===== src/inc/pas_pkg.sv =====
// Purpose: Shared constants for the pipelined converter output logic.
// Assumes: One system clock mclk_i at 200 MHz; conversion clock arrives as a sampled input.
// Notes:   Timing figures are kept in their own units and turned into cycle counts here.
package pas_pkg;
    // Width of the output word.
    localparam int unsigned DATA_W          = 10;
    // Pipeline delay in conversion clocks between sample and output word.
    localparam int unsigned PIPE_DEPTH      = 6;
    // System clock rate and the slowest allowed conversion clock.
    localparam int unsigned SYS_CLK_MHZ     = 200;
    localparam int unsigned MIN_CONV_MHZ    = 20;
    // Longest conversion period allowed, in system cycles, rounded down.
    localparam int unsigned MAX_PERIOD_CYC  = SYS_CLK_MHZ / MIN_CONV_MHZ;
    // Width of the period watchdog counter.
    localparam int unsigned WD_W            = 5;
    // Offset binary midscale code, first code above the zero crossing.
    localparam logic [9:0]  MIDSCALE_CODE   = 10'h200;
    // Reset value of the output word.
    localparam logic [9:0]  DATA_RST        = 10'h000;
    // Full scale selections of the three-level strap.
    typedef enum logic [1:0] {PAS_FS_2V0, PAS_FS_1V5, PAS_FS_1V0} pas_fs_t;
    // Strap input codes: high and low; any other code reads as floating.
    localparam logic [1:0]  STRAP_HIGH      = 2'h1;
    localparam logic [1:0]  STRAP_LOW       = 2'h0;
endpackage


===== src/hdl/pas_pipe.sv =====
// Purpose: Sample pipeline stage chain, cleared on demand.
// Assumes: Advances only on the conversion clock enable.
// Notes:   A flush wipes every stage and its valid tag.
`timescale 1ns/10ps
`default_nettype none
module pas_pipe
    import pas_pkg::*;
#(
    parameter int unsigned W     = DATA_W,
    parameter int unsigned DEPTH = PIPE_DEPTH
) (
    // Clock and reset.
    input  wire logic         mclk_i,
    input  wire logic         rstn_i,
    // Control.
    input  wire logic         adv_i,
    input  wire logic         flush_i,
    // Data in and out.
    input  wire logic [W-1:0] din_i,
    output logic      [W-1:0] dout_o,
    output logic              dvalid_o
);
    // Stage storage and valid tags.
    logic [W-1:0] stage_reg  [DEPTH];
    logic [W-1:0] stage_next [DEPTH];
    logic [DEPTH-1:0] vld_reg;
    logic [DEPTH-1:0] vld_next;

    // Next stage values: shift on advance, wipe on flush.
    always_comb begin
        stage_next = stage_reg;
        vld_next   = vld_reg;
        if (flush_i) begin
            for (int i = 0; i < DEPTH; i++) begin
                stage_next[i] = '0;
            end
            vld_next = '0;
        end else if (adv_i) begin
            stage_next[0] = din_i;
            for (int i = 1; i < DEPTH; i++) begin
                stage_next[i] = stage_reg[i-1];
            end
            vld_next = {vld_reg[DEPTH-2:0], 1'b1};
        end
    end

    // Register the stages.
    always_ff @(posedge mclk_i) begin
        if (!rstn_i) begin
            for (int i = 0; i < DEPTH; i++) begin
                stage_reg[i] <= '0;
            end
            vld_reg <= '0;
        end else begin
            stage_reg <= stage_next;
            vld_reg   <= vld_next;
        end
    end

    // Last stage feeds the output formatter.
    assign dout_o   = stage_reg[DEPTH-1];
    assign dvalid_o = vld_reg[DEPTH-1];
endmodule
`default_nettype wire


===== src/hdl/pas_top.sv =====
// Purpose: Digital output side of a 10-bit pipelined sampling converter.
// Assumes: conv_clk_i is sampled on mclk_i; digitised samples arrive on sample_i.
// Notes:   Undefined outputs in power-down are modelled as a held zero with valid low.
// How it works
// - Too slow clock makes data inaccurate.
// - Conversion clock times sampling and state machine; the core state machine here steps on mclk_i, not on conv_edge.
// - Hold input high keeps core powered down.
// - Output word undefined during power-down.
// - Power-down wipes every pipeline sample.
// - Format select high gives two's complement.
// - Ten parallel output lines carry each result.
// - Three-level strap selects full scale range.
// - New word each clock after pipeline delay.
// - Offset binary midscale between 1ff and 200.
`timescale 1ns/10ps
`default_nettype none
module pas_top
    import pas_pkg::*;
#(
    parameter int unsigned W     = DATA_W,
    parameter int unsigned DEPTH = PIPE_DEPTH
) (
    // Clock and reset.
    input  wire logic         mclk_i,
    input  wire logic         rstn_i,
    // Conversion clock and sampled code, offset binary.
    input  wire logic         conv_clk_i,
    input  wire logic [W-1:0] sample_i,
    // Control pins.
    input  wire logic         low_power_hold_i,
    input  wire logic         format_select_i,
    input  wire logic [1:0]   full_scale_strap_i,
    // Output word and status.
    output logic      [W-1:0] data_o,
    output logic              data_valid_o,
    output logic              powered_down_o,
    output logic              clock_fault_o,
    output logic      [1:0]   full_scale_o
);
    // Core state machine.
    typedef enum logic [1:0] {PAS_ST_DOWN, PAS_ST_RUN} pas_state_t;
    pas_state_t state_reg;
    pas_state_t state_next;
    logic       pd_reg;  // Registered power-down flag, drives powered_down_o.
    logic       pd_next; // Next power-down flag, follows the next state.

    // Conversion clock edge detection.
    logic conv_prev_reg;
    logic conv_prev_next;
    logic conv_edge;

    // Period watchdog.
    logic [WD_W-1:0] wd_reg;
    logic [WD_W-1:0] wd_next;
    logic            fault_reg;
    logic            fault_next;

    // Output registers.
    logic [W-1:0] data_reg;
    logic [W-1:0] data_next;
    logic         valid_reg;
    logic         valid_next;
    logic [1:0]   fs_reg;
    logic [1:0]   fs_next;

    // Pipeline wires.
    logic [W-1:0] pipe_word;
    logic         pipe_valid;
    logic         flush;

    // Map the three-level strap to a full scale code.
    function automatic logic [1:0] strap_decode(input logic [1:0] s);
        logic [1:0] r;
        r = 2'(PAS_FS_1V0);
        if (s == STRAP_HIGH) begin
            r = 2'(PAS_FS_2V0);
        end else if (s == STRAP_LOW) begin
            r = 2'(PAS_FS_1V5);
        end
        return r;
    endfunction

    // Format a word: flip the top bit for two's complement.
    function automatic logic [W-1:0] fmt(input logic [W-1:0] ob, input logic tc);
        logic [W-1:0] r;
        r = ob;
        if (tc) begin
            r[W-1] = ~ob[W-1];
        end
        return r;
    endfunction

    // Rising edge of the conversion clock drives the pipeline, the output word and the watchdog.
    assign conv_edge = conv_clk_i & ~conv_prev_reg;
    // Pipeline wiped whenever the core is down.
    assign flush     = (state_reg == PAS_ST_DOWN) || low_power_hold_i;

    // Sample pipeline.
    pas_pipe #(
        .W     (W),
        .DEPTH (DEPTH)
    ) u_pipe (
        .mclk_i   (mclk_i),
        .rstn_i   (rstn_i),
        .adv_i    (conv_edge),
        .flush_i  (flush),
        .din_i    (sample_i),
        .dout_o   (pipe_word),
        .dvalid_o (pipe_valid)
    );

    // Power state: hold input high forces and keeps power-down.
    always_comb begin
        state_next = state_reg;
        case (state_reg)
            PAS_ST_DOWN: begin
                if (!low_power_hold_i) begin
                    state_next = PAS_ST_RUN;
                end
            end
            PAS_ST_RUN: begin
                if (low_power_hold_i) begin
                    state_next = PAS_ST_DOWN;
                end
            end
            default: begin
                state_next = PAS_ST_DOWN;
            end
        endcase
        // The flag mirrors the state so the output pin comes from its own flip-flop.
        pd_next = (state_next == PAS_ST_DOWN);
    end

    // Watchdog: too long between edges marks data as inaccurate.
    always_comb begin
        conv_prev_next = conv_clk_i;
        wd_next        = wd_reg;
        fault_next     = fault_reg;
        if (state_reg == PAS_ST_DOWN) begin
            wd_next    = '0;
            fault_next = 1'b0;
        end else if (conv_edge) begin
            wd_next    = '0;
            fault_next = 1'b0;
        end else if (wd_reg >= WD_W'(MAX_PERIOD_CYC)) begin
            fault_next = 1'b1;
        end else begin
            wd_next = wd_reg + WD_W'(1);
        end
    end

    // Output word: new word each conversion edge, invalid while down.
    always_comb begin
        data_next  = data_reg;
        valid_next = valid_reg;
        fs_next    = strap_decode(full_scale_strap_i);
        if (flush) begin
            data_next  = DATA_RST;
            valid_next = 1'b0;
        end else if (conv_edge) begin
            data_next  = fmt(pipe_word, format_select_i);
            valid_next = pipe_valid && !fault_reg;
        end else if (fault_reg) begin
            // A stalled clock lets stored charge decay, so the held word is no longer trusted.
            valid_next = 1'b0;
        end
    end

    // Register all state.
    always_ff @(posedge mclk_i) begin
        if (!rstn_i) begin
            state_reg     <= PAS_ST_DOWN;
            pd_reg        <= 1'b1;
            conv_prev_reg <= 1'b0;
            wd_reg        <= '0;
            fault_reg     <= 1'b0;
            data_reg      <= DATA_RST;
            valid_reg     <= 1'b0;
            fs_reg        <= 2'(PAS_FS_1V0);
        end else begin
            state_reg     <= state_next;
            pd_reg        <= pd_next;
            conv_prev_reg <= conv_prev_next;
            wd_reg        <= wd_next;
            fault_reg     <= fault_next;
            data_reg      <= data_next;
            valid_reg     <= valid_next;
            fs_reg        <= fs_next;
        end
    end

    // Outputs straight from flip-flops.
    assign data_o         = data_reg;
    assign data_valid_o   = valid_reg;
    assign powered_down_o = pd_reg;
    assign clock_fault_o  = fault_reg;
    assign full_scale_o   = fs_reg;
endmodule
`default_nettype wire


===== config.mk =====
export PLATFORM = sky130hd
export DESIGN_NAME = pas_top
export DESIGN_NICKNAME = d
export VERILOG_FILES = /design/src/inc/pas_pkg.sv /design/src/hdl/pas_pipe.sv /design/src/hdl/pas_top.sv
export SDC_FILE = /design/constraint.sdc
export NUM_CORES = 1
export LEC_CHECK = 0
export BUFFER_PORTS_ARGS = -buffer_cell sky130_fd_sc_hd__buf_2
export CORE_MARGIN = 5
export CORE_UTILIZATION = 57
export DETAILED_ROUTE_END_ITERATION = 8
export PLACE_DENSITY_LB_ADDON = 0.1
export SYNTH_ARGS = -nofsm -noshare
export SYNTH_HDL_FRONTEND = slang
export SYNTH_SLANG_ARGS = --single-unit

===== constraint.sdc =====
create_clock -name mclk_i -period 1.6 [get_ports mclk_i]
set_clock_uncertainty 0.05 [all_clocks]
set_input_delay 0.16 -clock mclk_i [delete_from_list [all_inputs] [get_ports mclk_i]]
set_output_delay 0.16 -clock mclk_i [all_outputs]
set_load 0.01 [all_outputs]

## Word-level counts from Yosys, hierarchy flattened

Index checks and enable logic that the tools add are counted.

| operators by class | value |
|---|---|
| equal/unequal tests | 2 |
| bitwise gates (word level) | 4 |
| magnitude comparators | 1 |
| reduce and logical (&&, ||, !) cells | 10 |
| $add $sub $neg | 1 |
| muxes and demuxes | 8 |

Operator list:

| cell | number |
|---|---|
| 2-to-1 mux 2 bit | 4 |
| zero test 2 bit | 3 |
| adder 5 x 1 -> 5 bit, second input constant | 1 |
| greater-or-equal comparator 5 x 4 -> 1 bit, second input constant | 1 |
| equality test 2 x 1 -> 1 bit, second input constant | 2 |
| one-hot mux 2 bit (2 select lines) | 1 |
| OR reduction 2 bit | 2 |
| 2-to-1 mux 1 bit | 3 |
| inverter 1 bit | 3 |
| OR reduction 3 bit | 1 |
| nonzero test 2 bit | 1 |
| AND 1 bit | 1 |
| logical AND 1 bit | 1 |
| zero test 1 bit | 1 |
| logical OR 1 bit | 1 |

| word-level totals | value |
|---|---|
| word-level logic and storage cells | 42 |
| flip-flop bits (word level) | 89 |
| input port bits | 17 |
| output and inout port bits | 15 |

## Depth between registers and ports, before layout

| logic depth | value |
|---|---|
| depth after elaboration | 3 |
| mapped depth | 6 |
| mapped depth without buffers | 5 |

## Cells and area by module

A second synthesis with hierarchy kept.

| unflattened totals | value |
|---|---|
| cells, all modules | 316 |
| area, all modules | 3,281.9 sq um |

Modules (own cells, without submodules):

| module | cells each | area each (sq um) | instances |
|---|---|---|---|
| pas_pipe | 224 | 2,458.6 | 1 |
| pas_top | 92 | 823.3 | 1 |

## Worst setup path before layout

No wires, ideal clock.

| path | value |
|---|---|
| path kind | flip-flop to flip-flop |
| from | register wd_reg[0] |
| to | register wd_reg[0] |
| arrival time | 1.286 ns |
| data required time | 1.481 ns |
| stages on the path, launching flop included | 6 |
| slack | 0.195 ns |
| library setup time | 0.069 ns |
| path through | dfxtp_1 -> inv_1 -> ha_1 -> o31a_1 -> or3_1 -> a21oi_2 |

| between the ends | value |
|---|---|
| word-level cells in the longest chain between the ends | 1 |
| elaborated cells on any way between the ends | 2 |
| classes of those cells | add/sub: 1; order compare: 1 |

RTL lines:

| item | RTL line | source |
|---|---|---|
| start, declared | pas_top.sv:53 | `logic [WD_W-1:0] wd_reg;` |
| start signal, assigned | pas_top.sv:184 | `wd_reg <= wd_next;` |
| adder 5 x 1 -> 5 bit / greater-or-equal comparator 5 x 4 -> 1 bit (equally long branches) | pas_top.sv:148, pas_top.sv:145 |  |

Parallel ways exist; a longest one is shown, timed or not.
A chain may end at the register's enable or synchronous reset.

## Final worst setup path

Ends and elaborated chain as after synthesis.

==> results_dict.tcl <==
set metrics [dict create \
    cts_buffers 9 \
    initial_core_util_pct 59.63 \
    dr.pass1.iters 4 \
    drc_errors 0 \
    area_growth_pct 17.28 \
    drt-initial-drc-count 149 \
    swShare_pct 23.23 \
    synth_xor_area_share_pct 0.2840 \
    endpoint_kind "flip-flop" \
    async_flop_share_pct 0 \
    hold_viol_final 0 \
    crit_fanout 5 \
    yosys.area_share.adder_pct 0.8114 \
    synth.most_common_cell "nand2_1" \
    yosysTopAreaCellShare_pct 57.77 \
    min_path_type "input pin to flip-flop" \
    vias_per_cell 5.029 \
    clockBufferDepth 2 \
    core_area_sq_um 5172 \
    overflow 0 \
    synthMuxAreaShare_pct 0.3245 \
    p_leak_nw 1.232 \
    synthTopCellsByCount "nand2_1 (149), dfxtp_1 (89), a21oi_1 (75)" \
    min_from "rstn_i" \
    worstPathRequired_ns 1.82 \
    setup_viol 0 \
    clk_pin_slew_ns 0.08 \
    synth_compound_area_share_pct 14.65 \
    rsz0062_at_grt "no" \
    outcome "completed" \
    grt_pass1_vias 2291 \
    synth_cell_types 28 \
    ant_nets 0 \
    critPathLaunchType "flip-flop" \
    fp-row-count 26 \
    syn_avg_cell_area_sq_um 8.203 \
    cts_tree "done" \
    insertedDiodeCount 0 \
    synthSimpleGateAreaFrac_pct 21.38 \
    grt_max_degree 78 \
    mappedNetlistArea_sq_um 3084 \
    whs_ns 0.01539 \
    largest_register_ff_count 50 \
    syn_nets 395 \
    crit_type "flip-flop to flip-flop" \
    fin_tns_setup_ns 0 \
    num_vias 2449 \
    place_hpwl_um 3085 \
    track_usage_pct 16.72 \
    root_buffer "clkbuf_8" \
    post_cts_buffers 0 \
    maxSlewViolCount 0 \
    grt_pass1_wl_um 9708 \
    synth_top_family_by_area "simple AND/OR/NAND/NOR gates" \
    p_int_mw 2.918 \
    place_area_sq_um 3292 \
    critical_path.startpoint "wd_reg[0]" \
    antenna_found_initial 0 \
    nFillCells 440 \
    p_per_area_nw_per_um2 1051 \
    cp.arrival_ns 1.70 \
    stdcell_area_sq_um 3617 \
    die_h_um 83.56 \
    maxCapViolCount 0 \
    clkPwrFrac_pct 35.5 \
    drive_gt1_share_pct 12.95 \
    wl_per_cell_um 11.08 \
    ys_warn_count 0 \
    yosysTopAreaCell "dfxtp_1" \
    clk-insertion-delay-late_ns 0.35 \
    wirelength_um 5395 \
    synth_seq_area_share_pct 57.77 \
    synth_flop_cell "dfxtp_1" \
    synth_edf_count 0 \
    synth_area_leaders "dfxtp_1 (58%), nand2_1 (18%), a21oi_1 (12%), buf_2 (2.1%), buf_4 (0.97%)" \
    vdd_drop_max_mv 0.6902 \
    finalWeightedCongestion 0.7290 \
    final_nets 431 \
    worst_slew_pin_slew_ns 0.7052 \
    die_w_um 83.56 \
    max_slew_margin_pct 52.81 \
    r2r-start "wd_reg[0]" \
    h-tree-depth 3 \
    die-area_sq_um 6982 \
    portBuffers 31 \
    numClockSinks 89 \
    combinationalPowerShare_pct 5.5 \
    min_period_over_period_pct 92.39 \
    power_frac_seq_pct 58.9 \
    fmax_ghz 0.6765 \
    netlist_instances 376 \
    top_level_ports 32 \
    p_sw_uw 882.8 \
    fin_crit_ns 1.478 \
    ys_seq_elements 89 \
]
-- logic make-up (layout without fill, tap and decap cells) --
family,count (synthesis),in the layout
other cells,1,1
flops,89,89
xor+xnor,1,1
compound gates,86,86
fa+ha+maj,2,2
buf+inv,28,69
mux,1,1
simple gates,168,168
-- through the flow --
step,power [mW],setup slack (ns),std cells,utilization (%)
CTS,3.841,0.05643,487,69.91
floorplan,2.418,0.1952,376,-
detailed placement,2.477,0.07586,456,63.64
global placement,2.474,0.1643,456,63.64
finish,3.801,0.1217,487,69.93
global route,3.958,0.02281,487,69.93
-- critical path, cell delays in order (launching register included) --
cell,delay (ns)
dfxtp_2,0.37
inv_1,0.05
ha_1,0.21
o31a_1,0.26
or3_1,0.33
a21oi_2,0.14
-- worst paths after layout --
kind	end	slack, ns	depth (start not counted)
setup / recovery	wd_reg[0]	0.12	5
hold / removal	conv_prev_reg	0.02	2
setup reg to reg	wd_reg[0]	0.12	5
hold reg to reg	u_pipe.stage_reg[23]	0.40	2
-- cell type report --
cell class,instances,area [sq um],area share [%]
Timing Repair Buffer,50,385.4,10.65
Inverter,3,11.26,0.3113
Tap cell,70,87.58,2.421
Sequential cell,89,1783,49.29
Clock buffer,12,145.1,4.012
Clock inverter,4,28.78,0.7956
Multi-Input combinational cell,259,1176,32.51
-- per-layer routing --
metal / GRT usage (%) / wire [um]
met5: 0 / 0
met4: 9.795 / 157
met3: 3.356 / 165
met2: 27.69 / 2514
met1: 19.99 / 2558
-- power groups by stage --
| stage | logic, mW | registers (mW) | clock network, mW |
|---|---|---|---|
| 2_1_floorplan | 0.128 | 2.29 | 0 |
| 3_3_place_gp | 0.183 | 2.29 | 0 |
| 3_5_place_dp | 0.185 | 2.29 | 0 |
| 4_1_cts | 0.212 | 2.24 | 1.39 |
| 5_1_grt | 0.235 | 2.24 | 1.48 |
| 6_report | 0.211 | 2.24 | 1.35 |
-- placed cells by master (no fill, tap or decap), types with 2 or more instances in the layout --
| master | instances |
|---|---|
| nand2_1 | 149 |
| dfxtp_1 | 88 |
| a21oi_1 | 75 |
| buf_2 | 31 |
| dlygate4sd3_1 | 15 |
| clkbuf_8 | 10 |
| nor2_1 | 8 |
| o21ai_0 | 4 |
| buf_12 | 4 |
| inv_1 | 3 |
| nor3_1 | 3 |
| nand2b_1 | 2 |
| ha_1 | 2 |
| clkinvlp_4 | 2 |
| clkbuf_1 | 2 |
-- repair_timing --
action	CTS	global route
endpoints found under the hold margin	13	0
setup endpoints to repair	0	1
hold buffers	15	0
gates resized for setup	0	1
Power figures use the tool's default switching activity.
